===== src/hdl/corr_defs.vh =====
// constants for the core operational register bank
`ifndef CORR_DEFS_VH
`define CORR_DEFS_VH
// register addresses
`define CORR_A_IND 6'h00
`define CORR_A_PC 6'h02
`define CORR_A_STAT 6'h03
`define CORR_A_PTR 6'h04
`define CORR_A_P5 6'h05
`define CORR_A_P6 6'h06
`define CORR_A_P7 6'h07
`define CORR_A_P8 6'h08
`define CORR_A_LCTL 6'h09
`define CORR_A_LADR 6'h0a
`define CORR_A_LDAT 6'h0b
// status field positions
`define CORR_ST_PS_HI 6
`define CORR_ST_PS_LO 5
`define CORR_ST_TO 4
`define CORR_ST_PD 3
`define CORR_ST_Z 2
`define CORR_ST_DC 1
`define CORR_ST_C 0
// display control field positions
`define CORR_LC_BIAS 7
`define CORR_LC_DUTY_HI 6
`define CORR_LC_DUTY_LO 5
`define CORR_LC_EN 4
`define CORR_LC_TYPE 2
`define CORR_LC_FR_HI 1
`define CORR_LC_FR_LO 0
// reset values
`define CORR_RST_STAT 8'h18
`define CORR_RST_BYTE 8'h00
`define CORR_RST_PC 12'h000
// frame divisor N per duty and frame field
`define CORR_N_D2_0 9'h100
`define CORR_N_D2_1 9'h118
`define CORR_N_D2_2 9'h130
`define CORR_N_D2_3 9'h0e8
`define CORR_N_D3_0 9'h0ac
`define CORR_N_D3_1 9'h0bc
`define CORR_N_D3_2 9'h0cc
`define CORR_N_D3_3 9'h09c
`define CORR_N_D4_0 9'h080
`define CORR_N_D4_1 9'h08c
`define CORR_N_D4_2 9'h098
`define CORR_N_D4_3 9'h074
// number of commons per duty
`define CORR_COM_2 3'h2
`define CORR_COM_3 3'h3
`define CORR_COM_4 3'h4
`endif


===== src/hdl/corr_regs.v =====
// core operational register bank: counter, status, pointer, ports, display
`timescale 1ns/1ps
`include "corr_defs.vh"
module corr_regs #(
    parameter PC_W = 12, // counter width
    parameter OPD_W = 10, // jump operand width
    parameter NPIN = 28, // port bits: p5[7:4], p6, p7, p8
    parameter DRAM_N = 32 // display ram entries
) (
    // clock and power-up reset
    input wire CORE_CLK,
    input wire RST,
    // register bus from the instruction side
    input wire [5:0] REG_ADDR,
    input wire [7:0] REG_WDATA,
    input wire REG_WR,
    input wire REG_RD,
    output reg [7:0] REG_RDATA,
    // banked data ram beyond the local range
    output wire [7:0] RAM_ADDR,
    output wire RAM_WR,
    output wire RAM_RD,
    output wire [7:0] RAM_WDATA,
    input wire [7:0] RAM_RDATA,
    // counter requests and the hardware stack
    input wire PC_STEP,
    input wire PC_JUMP,
    input wire PC_CALL,
    input wire PC_RET,
    input wire PC_ADD,
    input wire [7:0] ACC,
    input wire [OPD_W-1:0] OPERAND,
    input wire [PC_W-1:0] STACK_TOP,
    output wire STACK_PUSH,
    output wire [PC_W-1:0] STACK_PUSH_ADDR,
    output wire [PC_W-1:0] PC,
    // alu flags and wake events
    input wire FLAG_WE,
    input wire [2:0] FLAG_IN,
    input wire SLEEP_EXEC,
    input wire WDT_CLEAR_EXEC,
    input wire WDT_TIMEOUT,
    input wire RESET_PIN_EVENT,
    input wire SLEEPING,
    // port pins and their directions
    input wire [NPIN-1:0] PIN_IN,
    input wire [NPIN-1:0] PIN_DIR,
    output reg [NPIN-1:0] PORT_OUT,
    // page, bank and display controls
    output wire CTRL_PAGE,
    output wire [1:0] BANK_SEL,
    output wire LCD_ENABLE,
    output wire LCD_BIAS_THIRD,
    output wire [2:0] LCD_COMMONS,
    output wire LCD_TYPE_B,
    output reg [10:0] LCD_FRAME_DIV,
    // display ram scan for the waveform side
    input wire [4:0] SCAN_ADDR,
    output reg [3:0] SCAN_DATA
);
    // architectural state
    reg [PC_W-1:0] pc_q; // program counter
    reg [PC_W-1:0] pc_d;
    reg [7:0] stat_q; // status flags
    reg [7:0] stat_d;
    reg [7:0] ptr_q; // bank and indirect pointer
    reg ctl_page_q; // control register page select
    reg [7:0] lctl_q; // display control
    reg [4:0] ladr_q; // display ram address
    reg [3:0] dram [0:DRAM_N-1]; // display ram
    wire [NPIN-1:0] pin_s; // filtered levels on input bits, latch on output bits

    // indirect access redirects through the pointer
    wire is_ind = (REG_ADDR == `CORR_A_IND);
    wire [5:0] eff = is_ind ? ptr_q[5:0] : REG_ADDR;
    // locally held addresses
    wire local_hit = (eff >= `CORR_A_PC) && (eff <= `CORR_A_LDAT);
    // pointing back at the indirect slot reads zero, writes nothing
    wire null_hit = (eff == `CORR_A_IND);
    wire wr = REG_WR && local_hit;
    wire [1:0] ps = {stat_q[`CORR_ST_PS_HI], stat_q[`CORR_ST_PS_LO]};

    // outside data memory gets bank plus index
    assign RAM_ADDR = {ptr_q[7:6], eff};
    // strobes pass out only off the local range
    assign RAM_WR = REG_WR && !local_hit && !null_hit;
    assign RAM_RD = REG_RD && !local_hit && !null_hit;
    assign RAM_WDATA = REG_WDATA;
    assign BANK_SEL = ptr_q[7:6];
    assign PC = pc_q;
    assign CTRL_PAGE = ctl_page_q;

    // call pushes the address of the next instruction
    assign STACK_PUSH = PC_CALL;
    assign STACK_PUSH_ADDR = pc_q + {{(PC_W-1){1'b0}}, 1'b1};

    // next program counter
    always @* begin
        // hold unless a request comes
        pc_d = pc_q;
        if (PC_RET) begin
            // whole counter from stack, page bits included
            pc_d = STACK_TOP;
        end else if (PC_JUMP || PC_CALL) begin
            // page bits on top, operand below
            pc_d = {ps, OPERAND};
        end else if (PC_ADD) begin
            // relative offset, page from status
            pc_d = {ps, pc_q[9:0] + {2'b00, ACC}};
        end else if (wr && eff == `CORR_A_PC) begin
            // low byte from data, bits eight and nine kept, page from status
            pc_d = {ps, pc_q[9:8], REG_WDATA};
        end else if (PC_STEP) begin
            // sequential step within the current page
            pc_d = {pc_q[11:10], pc_q[9:0] + 10'h001};
        end
    end

    // counter register
    always @(posedge CORE_CLK or posedge RST) begin
        if (RST) begin
            // counter starts at the reset vector
            pc_q <= `CORR_RST_PC;
        end else begin
            // take the next value
            pc_q <= pc_d;
        end
    end

    // next status: page and alu flags writable, wake bits by events
    always @* begin
        // hold unless a write or event
        stat_d = stat_q;
        if (wr && eff == `CORR_A_STAT) begin
            // software writes page and flags, wake bits read-only
            stat_d[`CORR_ST_PS_HI] = REG_WDATA[`CORR_ST_PS_HI];
            stat_d[`CORR_ST_PS_LO] = REG_WDATA[`CORR_ST_PS_LO];
            stat_d[2:0] = REG_WDATA[2:0];
        end
        if (FLAG_WE) begin
            // alu result flags: zero, nibble carry, carry
            stat_d[`CORR_ST_Z] = FLAG_IN[2];
            stat_d[`CORR_ST_DC] = FLAG_IN[1];
            stat_d[`CORR_ST_C] = FLAG_IN[0];
        end
        // watchdog timeout clears time-out; power-down keeps its value
        if (WDT_TIMEOUT) begin
            stat_d[`CORR_ST_TO] = 1'b0;
        end
        // sleep: time-out set, power-down cleared
        if (SLEEP_EXEC) begin
            stat_d[`CORR_ST_TO] = 1'b1;
            stat_d[`CORR_ST_PD] = 1'b0;
        end
        // reset pin: wake from sleep gives 10, plain pulse gives 11
        if (RESET_PIN_EVENT) begin
            stat_d[`CORR_ST_TO] = 1'b1;
            stat_d[`CORR_ST_PD] = !SLEEPING;
        end
        // watchdog clear sets both, wins over other events
        if (WDT_CLEAR_EXEC) begin
            stat_d[`CORR_ST_TO] = 1'b1;
            stat_d[`CORR_ST_PD] = 1'b1;
        end
        // top bit reads zero whatever was written
        stat_d[7] = 1'b0; // unused bit
    end

    // status register, power-up gives 11 in the wake pair
    always @(posedge CORE_CLK or posedge RST) begin
        if (RST) begin
            // wake pair starts at 11
            stat_q <= `CORR_RST_STAT;
        end else begin
            // take the next value
            stat_q <= stat_d;
        end
    end

    // pointer, port, display control and address registers
    always @(posedge CORE_CLK or posedge RST) begin
        if (RST) begin
            // every latch starts cleared
            ptr_q <= `CORR_RST_BYTE;
            ctl_page_q <= 1'b0;
            PORT_OUT <= {NPIN{1'b0}};
            lctl_q <= `CORR_RST_BYTE;
            ladr_q <= 5'h00;
        end else if (wr) begin
            // a write lands at the strobe edge
            case (eff)
                // plain storage when not used for indirection
                `CORR_A_PTR: begin
                    ptr_q <= REG_WDATA;
                end
                // port5 nibble and control page
                `CORR_A_P5: begin
                    PORT_OUT[3:0] <= REG_WDATA[7:4];
                    ctl_page_q <= REG_WDATA[0];
                end
                // full-byte port latches
                `CORR_A_P6: begin
                    // port 6 latch
                    PORT_OUT[11:4] <= REG_WDATA;
                end
                `CORR_A_P7: begin
                    // port 7 latch
                    PORT_OUT[19:12] <= REG_WDATA;
                end
                `CORR_A_P8: begin
                    // port 8 latch
                    PORT_OUT[27:20] <= REG_WDATA;
                end
                // display control, bit3 unused
                `CORR_A_LCTL: begin
                    lctl_q <= REG_WDATA & 8'hf7;
                end
                // display address, five bits kept
                `CORR_A_LADR: begin
                    ladr_q <= REG_WDATA[4:0];
                end
                default: begin
                    // other local addresses hold nothing here
                    ptr_q <= ptr_q;
                end
            endcase
        end
    end

    // display ram write through the data buffer
    always @(posedge CORE_CLK) begin
        if (wr && eff == `CORR_A_LDAT) begin
            // low nibble only; this array has no reset
            dram[ladr_q] <= REG_WDATA[3:0];
        end
    end

    // pin inputs: three stages, change taken when stages two and three agree
    genvar gi;
    generate
        for (gi = 0; gi < NPIN; gi = gi + 1) begin : g_pin
            reg s1_q; // first stage, feeds second only
            reg s2_q;
            reg s3_q;
            reg lvl_q; // accepted level
            always @(posedge CORE_CLK or posedge RST) begin
                if (RST) begin
                    // filter starts low
                    s1_q <= 1'b0;
                    s2_q <= 1'b0;
                    s3_q <= 1'b0;
                    lvl_q <= 1'b0;
                end else begin
                    // shift the pin through three stages
                    s1_q <= PIN_IN[gi];
                    s2_q <= s1_q;
                    s3_q <= s2_q;
                    // accept once stages two and three agree
                    if (s2_q == s3_q) begin
                        lvl_q <= s3_q;
                    end
                end
            end
            // input bits read the pin, output bits read the latch
            assign pin_s[gi] = PIN_DIR[gi] ? lvl_q : PORT_OUT[gi];
        end
    endgenerate

    // register read, answered one cycle after the strobe
    always @(posedge CORE_CLK or posedge RST) begin
        if (RST) begin
            // nothing read yet
            REG_RDATA <= `CORR_RST_BYTE;
        end else if (REG_RD) begin
            if (null_hit) begin
                // self-pointing indirect slot
                REG_RDATA <= 8'h00;
            end else if (!local_hit) begin
                // banked data ram, valid in the strobe cycle
                REG_RDATA <= RAM_RDATA;
            end else begin
                case (eff)
                    `CORR_A_PC: begin
                        // counter low byte
                        REG_RDATA <= pc_q[7:0];
                    end
                    `CORR_A_STAT: begin
                        // page, wake pair and alu flags
                        REG_RDATA <= stat_q;
                    end
                    `CORR_A_PTR: begin
                        // bank and index
                        REG_RDATA <= ptr_q;
                    end
                    `CORR_A_P5: begin
                        // port 5 nibble and page bit
                        REG_RDATA <= {pin_s[3:0], 3'b000, ctl_page_q};
                    end
                    `CORR_A_P6: begin
                        // port 6 pins or latch
                        REG_RDATA <= pin_s[11:4];
                    end
                    `CORR_A_P7: begin
                        // port 7 pins or latch
                        REG_RDATA <= pin_s[19:12];
                    end
                    `CORR_A_P8: begin
                        // port 8 pins or latch
                        REG_RDATA <= pin_s[27:20];
                    end
                    `CORR_A_LCTL: begin
                        // display control byte
                        REG_RDATA <= lctl_q;
                    end
                    `CORR_A_LADR: begin
                        // display address, top bits zero
                        REG_RDATA <= {3'b000, ladr_q};
                    end
                    `CORR_A_LDAT: begin
                        // addressed display entry
                        REG_RDATA <= {4'h0, dram[ladr_q]};
                    end
                    default: begin
                        // unreachable local slot
                        REG_RDATA <= 8'h00;
                    end
                endcase
            end
        end
    end

    // display control decode
    wire [1:0] duty = {lctl_q[`CORR_LC_DUTY_HI], lctl_q[`CORR_LC_DUTY_LO]};
    wire [1:0] frame = {lctl_q[`CORR_LC_FR_HI], lctl_q[`CORR_LC_FR_LO]};
    assign LCD_ENABLE = lctl_q[`CORR_LC_EN];
    assign LCD_BIAS_THIRD = lctl_q[`CORR_LC_BIAS];
    assign LCD_TYPE_B = lctl_q[`CORR_LC_TYPE];
    // quarter duty whenever the upper duty bit is set
    assign LCD_COMMONS = duty[1] ? `CORR_COM_4 :
                         (duty[0] ? `CORR_COM_3 : `CORR_COM_2);

    // divisor N from duty and frame field
    reg [8:0] n_sel;
    always @* begin
        n_sel = `CORR_N_D2_0;
        case ({duty[1], duty[1] ? 1'b0 : duty[0], frame})
            // half duty
            4'h0: n_sel = `CORR_N_D2_0;
            4'h1: n_sel = `CORR_N_D2_1;
            4'h2: n_sel = `CORR_N_D2_2;
            4'h3: n_sel = `CORR_N_D2_3;
            // third duty
            4'h4: n_sel = `CORR_N_D3_0;
            4'h5: n_sel = `CORR_N_D3_1;
            4'h6: n_sel = `CORR_N_D3_2;
            4'h7: n_sel = `CORR_N_D3_3;
            // quarter duty
            4'h8: n_sel = `CORR_N_D4_0;
            4'h9: n_sel = `CORR_N_D4_1;
            4'ha: n_sel = `CORR_N_D4_2;
            4'hb: n_sel = `CORR_N_D4_3;
            default: n_sel = `CORR_N_D2_0;
        endcase
    end

    // frame divisor and scan port, scan forced low when disabled
    always @(posedge CORE_CLK or posedge RST) begin
        if (RST) begin
            LCD_FRAME_DIV <= 11'h000;
            SCAN_DATA <= 4'h0;
        end else begin
            // divisor follows the control byte a cycle later
            LCD_FRAME_DIV <= n_sel * {8'h00, LCD_COMMONS};
            SCAN_DATA <= LCD_ENABLE ? dram[SCAN_ADDR] : 4'h0;
        end
    end
endmodule // corr_regs

===== config.mk =====
export PLATFORM = sky130hd
export DESIGN_NAME = corr_regs
export DESIGN_NICKNAME = d
export VERILOG_FILES = /design/src/hdl/corr_regs.v
export VERILOG_INCLUDE_DIRS = /design/src /design/src/hdl
export SDC_FILE = /design/constraint.sdc
export NUM_CORES = 1
export LEC_CHECK = 0
export BUFFER_PORTS_ARGS = -buffer_cell sky130_fd_sc_hd__buf_2
export CAP_MARGIN = 20
export CELL_PAD_IN_SITES_DETAIL_PLACEMENT = 0
export CELL_PAD_IN_SITES_GLOBAL_PLACEMENT = 1
export CORE_ASPECT_RATIO = 1.75
export CORE_MARGIN = 8
export CORE_UTILIZATION = 35
export CTS_CLUSTER_SIZE = 25
export DETAILED_ROUTE_END_ITERATION = 12
export PLACE_DENSITY_LB_ADDON = 0.1
export SYNTH_ARGS = -nofsm -noshare
export SYNTH_HDL_FRONTEND = slang
export SYNTH_SLANG_ARGS = --single-unit

===== constraint.sdc =====
create_clock -name CORE_CLK -period 8.3 [get_ports CORE_CLK]
set_clock_uncertainty 0.1 [all_clocks]
set_input_delay 0.83 -clock CORE_CLK [delete_from_list [all_inputs] [get_ports CORE_CLK]]
set_output_delay 0.83 -clock CORE_CLK [all_outputs]
set_load 0.005 [all_outputs]

# Word level (Yosys, flattened, before mapping)
# Memory sizes are Yosys's and may differ from the RTL's.
# Cells that the tools add are included.
op_classes:
  magnitude_cmp: 2
  multipliers: 1
  addsub: 3
  reduce_logical: 29
  n_mux: 49
  eq_ne: 39
ops:
  columns: ["cell", "count"]
  rows:
  - ["$pmux 8 s10", 1]
  - ["$mux 12", 4]
  - ["$mux 1", 33]
  - ["$eq 1x1->1", 28]
  - ["$eq 6x3->1 const B", 4]
  - ["$eq 6x4->1 const B", 4]
  - ["$mux 8", 2]
  - ["$reduce_and 2->1", 8]
  - ["$add 12x1->12 const B", 1]
  - ["$eq 6x2->1 const B", 2]
  - ["$logic_not 6->1", 2]
  - ["$reduce_bool 4->1", 3]
  - ["$mul 9x3->11", 1]
  - ["$add 10x1->10 const B", 1]
  - ["$add 10x8->10", 1]
  - ["$mux 10", 1]
  - ["$logic_and 1x1->1", 9]
  - ["$mux 3", 3]
  - ["$ge 6x2->1 const B", 1]
  - ["$le 6x4->1 const B", 1]
  - ["$mux 2", 3]
  - ["$mux 6", 1]
  - ["$reduce_bool 5->1", 1]
  - ["$mux 4", 1]
  - ["other kinds (5)", 7]
totals:
  n_memories: 2
  input_bits: 131
  out_inout_bits: 103
  ram_bits: 128
  register_bits: 203
  romBits: 112
  word_cells: 255
memory_table:
  columns: ["name", "depth", "width", "rd", "rd_ports_with_merged_regs", "write_ports", "line_no", "rtl"]
  rows:
  - ["dram", 32, 4, 2, 0, 1, "corr_regs.v:70", "reg [3:0] dram [0:DRAM_N-1];"]
  - ["(name not given)", 16, 7, 1, 0, 0, "corr_regs.v:346", "case ({duty[1], duty[1] ? 1'b0 : duty[0], frame})"]

# Depth between registers and ports, before layout
# Gate-level depths: netlist of run 1.
logic_depth:
  ltp_word: 10
  mapped_depth: 12
  mapped_depth_nobuf: 12

# Worst setup path after synthesis of run 1
# No wires, ideal clock.
synth_timing:
  kind: "input -> register"
  start: "in REG_ADDR[5]"
  end: "mem dram[28][0] (enable)"
  arrival_ps: 2934
  setup_time_ps: 315
  path_stages: 9
  n_path_buf: 3
  required_ps: 7885
  slack_ps: 4951
  cell_sequence: "clkbuf_2 -> or4_4 -> buf_6 -> o21ai_4 -> o311a_4 -> nand2_4 -> or4_4 -> buf_6 -> nor2_2"
synth_via:
  elab_chain_len: 8
  word_cells_on_any_way: 10
  cone_classes: "order compare (2); eq/ne (1); mux (3); reduce/logical (4)"
synth_lines:
  columns: ["element", "line_no", "rtl"]
  rows:
  - ["start: declaration", "corr_regs.v:14", "input wire [5:0] REG_ADDR,"]
  - ["$logic_not 6->1 (no line)", null, null]
  - ["$mux 6 (*)", "corr_regs.v:75", "wire [5:0] eff = is_ind ? ptr_q[5:0] : REG_ADDR;"]
  - ["$ge 6x2->1 (no line) or $le 6x4->1 (tied branches)", null, null]
  - ["$logic_and 1x1->1", "corr_regs.v:77", "wire local_hit = (eff >= `CORR_A_PC) && (eff <= `CORR_A_LDAT);"]
  - ["$logic_and 1x1->1", "corr_regs.v:80", "wire wr = REG_WR && local_hit;"]
  - ["$logic_and 1x1->1 (no line) (*)", null, null]
  - ["$mux 1 (*)", "corr_regs.v:232", "if (wr && eff == `CORR_A_LDAT) begin"]
  - ["$mux 1 (implied by the code) (*)", "corr_regs.v:234", "dram[ladr_q] <= REG_WDATA[3:0];"]
  - ["end: declaration", "corr_regs.v:70", null]
# Every way passes the cells marked *; elsewhere a longest branch is shown, timed or not.

# Final worst setup path of run 1
layout_timing:
  start: "in REG_ADDR[1]"
  end: "out RAM_WR"
layout_via:
  elab_chain_len: 7
  word_cells_on_any_way: 10
  cone_classes: "order compare (2); mux (1); reduce/logical (7)"
layout_lines:
  columns: ["element", "line_no", "rtl"]
  rows:
  - ["$logic_not 6->1 (no line)", null, null]
  - ["$mux 6 (*)", "corr_regs.v:75", null]
  - ["$ge 6x2->1 (no line) or $le 6x4->1 (tied branches)", null, null]
  - ["$logic_and 1x1->1", "corr_regs.v:77", null]
  - ["$logic_not 1->1", null, null]
  - ["$logic_and 1x1->1", "corr_regs.v:86", "assign RAM_WR = REG_WR && !local_hit && !null_hit;"]
  - ["$logic_and 1x1->1 (*)", "corr_regs.v:86", null]
  - ["end: declaration", "corr_regs.v:21", "output wire RAM_WR,"]
# Marks and branches as above.

==> results of run 1 <==
[routing by layer]
layer	global-route usage (%)	routed length, µm
met1	20.9	17100
met2	37.0	26700
met3	3.98	2500
met4	8.61	2100
met5	0	38
[worst paths after layout]
check | start | endpoint | slack (ns) | cells after the start
worst min register to register | g_pin[6].s1_q$_DFF_PP0_ | g_pin[6].s2_q$_DFF_PP0_ | 0.23 | 0
worst min-delay path | g_pin[6].s1_q$_DFF_PP0_ | g_pin[6].s2_q$_DFF_PP0_ | 0.23 | 0
worst max register to register | ladr_q[1]$_DFFE_PP0P_ | REG_RDATA[0]$_DFFE_PP0P_ | 4.76 | 9
worst max-delay path | REG_ADDR[1] | RAM_WR | 4.21 | 6
min in group asynchronous | RST | g_pin[8].s3_q$_DFF_PP0_ | 0.41 | 2
max in group asynchronous | RST | ladr_q[1]$_DFFE_PP0P_ | 6.11 | 3
[cell families after synthesis]
logic type      synth area share (%)
mux                             16.7
flops                           59.1
xor+xnor                       0.939
other cells                   0.0251
buf+inv                         3.19
fa+ha+maj                       4.02
simple gates                    7.77
compound gates                  8.17
[cell type report]
type,instances,area (µm²)
antenna,1,2.50
sequential,327,8830
timing repair buffer,240,1230
fill,4164,24700
multi-input combinational,656,5640
tap,561,702
inverter,23,93.8
clock buffer,41,907
clock inverter,21,230
[state kept, by name (all words and copies together) (netlist names)]
signal         flops
dram             128
PORT_OUT          28
g_pin.lvl_q       28
g_pin.s1_q        28
g_pin.s2_q        28
g_pin.s3_q        28
PC                12
REG_RDATA          8
ptr_q              8
LCD_FRAME_DIV      7
lctl_q             7
stat_q             7
ladr_q             5
SCAN_DATA          4
CTRL_PAGE          1
[report_power, final]
part	switching (mW)	internal [mW]	leakage (nW)
Combinational	0.201	0.151	3.10
Clock	0.665	0.890	0.554
Sequential	0.0566	1.74	3.57
Total	0.922	2.78	7.22
[metrics by stage]
step                      total power [mW]  util, %  instance area, µm²  setup slack [ns]
after floorplan                       2.01        -               14900              1.95
after global placement                2.19     39.0               16500              4.32
after detailed placement              2.19     39.0               16500              4.27
after CTS                             3.76     41.7               17600              4.28
after global routing                  3.85     41.7               17600              4.06
final                                 3.70     41.7               17600              4.21
[worst max-delay path, cell delays in order]
cell and delay, ns:
buf_2 0.17, or4_4 0.61, nor3_1 0.71, nand3_1 0.40, and3_1 0.31, buf_2 0.12
[layout by cell type, fill, tap and decap left out, types with 9 or more instances in the layout]
master,instances
nand2_1,48
and3_1,10
nor3_1,12
clkbuf_16,34
o21ai_0,50
maj3_1,28
nand3_1,15
a211oi_1,15
ha_1,24
nor2_2,12
mux2i_1,54
a31oi_1,11
xnor2_1,12
mux4_2,57
inv_1,22
edfxtp_1,128
nand2b_1,10
buf_2,230
buf_4,9
mux2_2,60
nor2_1,66
nor2b_1,18
a21oi_1,28
o22ai_1,14
dfrtp_1,195
==> impl_metrics.ini, run 1 <==
[logic_synthesis]
ys_seq_area_share_pct = 59.1
synth_seq_cells = 327
synthCells = 1077
ys_top_cells_by_area = dfrtp_1, edfxtp_1, mux4_2, mux2_2, mux2i_1
netlist.area_leader.share_pct = 33.0
synth_area_leader_cell = dfrtp_1
async_reset_ff_share_pct = 60.9
yosys_warnings = 0
synth_common_cells = dfrtp_1, edfxtp_1, nor2_1
synth_ff_type = dfrtp_1
syn_avg_cell_area_um2 = 13.9
synth_edf_count = 128
ys_types = 70
synth_most_common_cell = dfrtp_1
syn_area_um2 = 14900

[power]
powerDensity_nw_per_um2 = 210
vdd_drop_max_v = 0.000146
leakage_nw = 7.22

[clocking]
cts-root-buf = clkbuf_16
cts_sinks = 327
clk_path_buf_depth = 3
cts_tree = yes
htreeDepth = 2
postCtsHoldBufs = 0
worstSkewPairLatency_ns = 0.53
cts_resized = 0
clkSlewWorstSetupHoldPaths_ns = 0.06
numCtsBuffers = 34
cts_setup_buffers = 0

[setup_path]
crit_fanout = 10
worstSetupStartpointType = input port
cp.arrival_ns = 3.16
cp.required_ns = 7.37
crit_type = input port to primary output
end_kind = primary output

[timing]
rsz0062_at_grt = no
hold_viol = 0
fmax_mhz = 245
slew_viol_final = 0
holdWs_ns = 0.232
slew_headroom_pct = 32.5
tightest_slew_ns = 1.01
timing.final.crit_share_pct = 49.2
setup_viol = 0
setup-tns-final_ns = 0
period_needed_ns = 4.09

[job]
drv_cap = 0

[global_route]
antenna_found_initial = 4
grt_pass1_vias = 10800
grt_max_degree = 135
groute.usage.overall_pct = 19.8
grt_pass1_wl_um = 71400
overflow = 0

[status]
outcome = completed

[final_layout]
fin_cells = 1870
layout.nets = 1438
layout-drive-gt1-share_pct = 33.7
area_delta_synth_final_pct = 18.1

[route]
drt_first_pass_iters = 5
via_per_inst = 5.29
drc = 0
via_count = 9887
route.antenna.remaining_nets = 0
drt-initial-drc-count = 473
wl_per_cell_um = 25.9
postRouteWirelength_um = 48500

[floorplan]
die_x_um = 172
fp.dieArea_um2 = 49800
die_y_um = 289
io_pins = 234
start_util_pct = 35.3
core_area_um2 = 42300
num_rows = 100

[placed_design]
gp_congestion = 0.827
hpwl_um = 35900
place_inst = 1806
io_buffer_count = 230

[min_path]
hold_path.class = register to register
Note: power is estimated with default switching activity, not from simulation.
==> inputs of run 2 (changes only) <==
==> constraint.sdc (replaced) <==
create_clock -name CORE_CLK -period 3.73 [get_ports CORE_CLK]
set_clock_uncertainty 0.1 [all_clocks]
set_input_delay 0.373 -clock CORE_CLK [delete_from_list [all_inputs] [get_ports CORE_CLK]]
set_output_delay 0.373 -clock CORE_CLK [all_outputs]
set_load 0.005 [all_outputs]
==> impl_metrics.ini, run 2 (synthesized netlist as in run 1, its figures left out) <==
[final_layout]
layout-drive-gt1-share_pct = 34.0
largest-register = dram
largest_reg_flops = 128
fin_util_pct = 43.5
layout.nets = 1518
layout_common_cells = buf_2, dfrtp_1, edfxtp_1
layout_commonest_cell = buf_2
area_delta_synth_final_pct = 23.1

[timing]
setup_viol = 0
slew_viol_final = 0
timing.final.crit_share_pct = 91.4
rsz0062_at_grt = no
period_needed_ns = 3.41
setup-tns-final_ns = 0
slew_headroom_pct = 33.4
fmax_mhz = 293
tightest_slew_ns = 0.991
hold_viol = 0

[setup_path]
r2r_start = ptr_q[0]$_DFFE_PP0P_
crit_type = register to register
timing.rr.end = PC[3]$_DFFE_PP0P_
r2r_slack_ns = 0.32
cp.required_ns = 4.15
crit_fanout = 13
worstSetupStartpointType = register
rr_worst_depth = 9
cp.arrival_ns = 3.83
end_kind = register

[job]
drv_cap = 0

[global_route]
antenna_found_initial = 3
groute.usage.overall_pct = 20.1
overflow = 0
grt_pass1_wl_um = 73000
grt_pass1_vias = 11100
grt_max_degree = 71

[power]
p_sw_share_pct = 24.9
comb_power_share_pct = 10.3
leakage_nw = 7.59
power.switching_mw = 2.04
pwr-share-seq_pct = 48.7
internal_power_mw = 6.17
pwr-share-clk_pct = 41.0
power_mw = 8.21
powerDensity_nw_per_um2 = 447
vdd_drop_max_v = 0.000452

[route]
met2_length_um = 27800
dr.max_layer_used = met5
drt_first_pass_iters = 7
via_per_inst = 5.25
postRouteWirelength_um = 49800
drc = 0
dr_wl_met3_um = 2510
drt-initial-drc-count = 532
route.antenna.remaining_nets = 0
met1_length_um = 17300
wl_per_cell_um = 25.6
via_count = 10200

[placed_design]
io_buffer_count = 230
gp_congestion = 0.858
hpwl_um = 37800

[floorplan]
core_area_um2 = 42300
num_rows = 100
die_y_um = 289
io_pins = 234
fp.dieArea_um2 = 49800
start_util_pct = 35.3
die_x_um = 172

[clocking]
htreeDepth = 1
cts_sinks = 327
cts-root-buf = clkbuf_16
postCtsHoldBufs = 50
clk_path_buf_depth = 3
cts_tree = yes
cts_resized = 0
cts_setup_buffers = 0
numCtsBuffers = 31
clkSlewWorstSetupHoldPaths_ns = 0.07
worstSkewPairLatency_ns = 0.59

[min_path]
hold_start = STACK_TOP[1]
hold_path.class = input port to register
min_to = PC[1]$_DFFE_PP0P_
hold_depth = 3

[status]
outcome = completed
-- run 2: cell types whose count changed in the layout (fill, tap and decap cells not counted), moves of 2 or more --
cell           before  now
clkbuf_1            4    1
clkinv_4            5    1
clkinv_2            4    7
buf_12              0    4
clkinv_1            2    4
dlygate4sd3_1       0   50
buf_4               9   39
-- run 2: final cells by class --
cell class                      count  area [µm²]
Clock buffer                       37         882
Timing Repair Buffer              323        2020
Antenna cell                        1        2.50
Sequential cell                   327        8830
Tap cell                          561         702
Fill cell                        4083       23900
Multi-Input combinational cell    656        5640
Clock inverter                     21         213
Inverter                           23        90.1
-- run 2: layer usage --
metal | track usage, % | up-vias
met2 | 38.6 | 293
met5 | 0 | -
met4 | 8.22 | 6
li1 | - | 4634
met1 | 20.5 | 5207
met3 | 4.13 | 90
-- run 2: worst max-delay path by stage --
stage                          from                     to  slack (ns)  depth (start not counted)
2_1_floorplan                   RST  CTRL_PAGE$_DFFE_PP0P_        0.68                          1
6_report       ptr_q[0]$_DFFE_PP0P_      PC[3]$_DFFE_PP0P_        0.32                          9
3_5_place_dp            REG_ADDR[1]  dram[17][1]$_DFFE_PP_        0.45                         10
4_1_cts        ptr_q[0]$_DFFE_PP0P_      PC[3]$_DFFE_PP0P_        0.35                          9
5_1_grt        ptr_q[0]$_DFFE_PP0P_      PC[3]$_DFFE_PP0P_        0.14                          9
3_3_place_gp            REG_ADDR[1]  dram[29][3]$_DFFE_PP_        0.48                         10
-- run 2: critical path: stages, from the launching register on --
cell and delay [ns]:
dfrtp_1 0.49, nor3_1 0.29, a31oi_1 0.16, or4_1 0.82
buf_4 0.29, mux2i_1 0.12, o211ai_1 0.23, o211ai_1 0.13
a21oi_1 0.15, dlygate4sd3_1 0.56
-- run 2: per-stage QoR --
stage / setup slack [ns] / instances / hold WS [ns] / cell area (µm²)
floorplan: 0.684 / 1080 / 0.231 / 14900
global placement: 0.484 / 1840 / 0.232 / 16800
detailed placement: 0.454 / 1840 / 0.235 / 16800
CTS: 0.347 / 1948 / 0.00144 / 18400
global route: 0.145 / 1948 / 0.0300 / 18400
finish: 0.321 / 1949 / 0.0371 / 18400
-- run 2: power groups by stage --
| stage | clock (mW) | combinational [mW] | sequential, mW |
|---|---|---|---|
| 4_1_cts | 3.46 | 0.861 | 4.00 |
| 3_3_place_gp | 0 | 0.813 | 4.07 |
| 2_1_floorplan | 0 | 0.459 | 4.02 |
| 6_report | 3.37 | 0.842 | 4.00 |
| 3_5_place_dp | 0 | 0.814 | 4.07 |
| 5_1_grt | 3.57 | 0.919 | 4.02 |
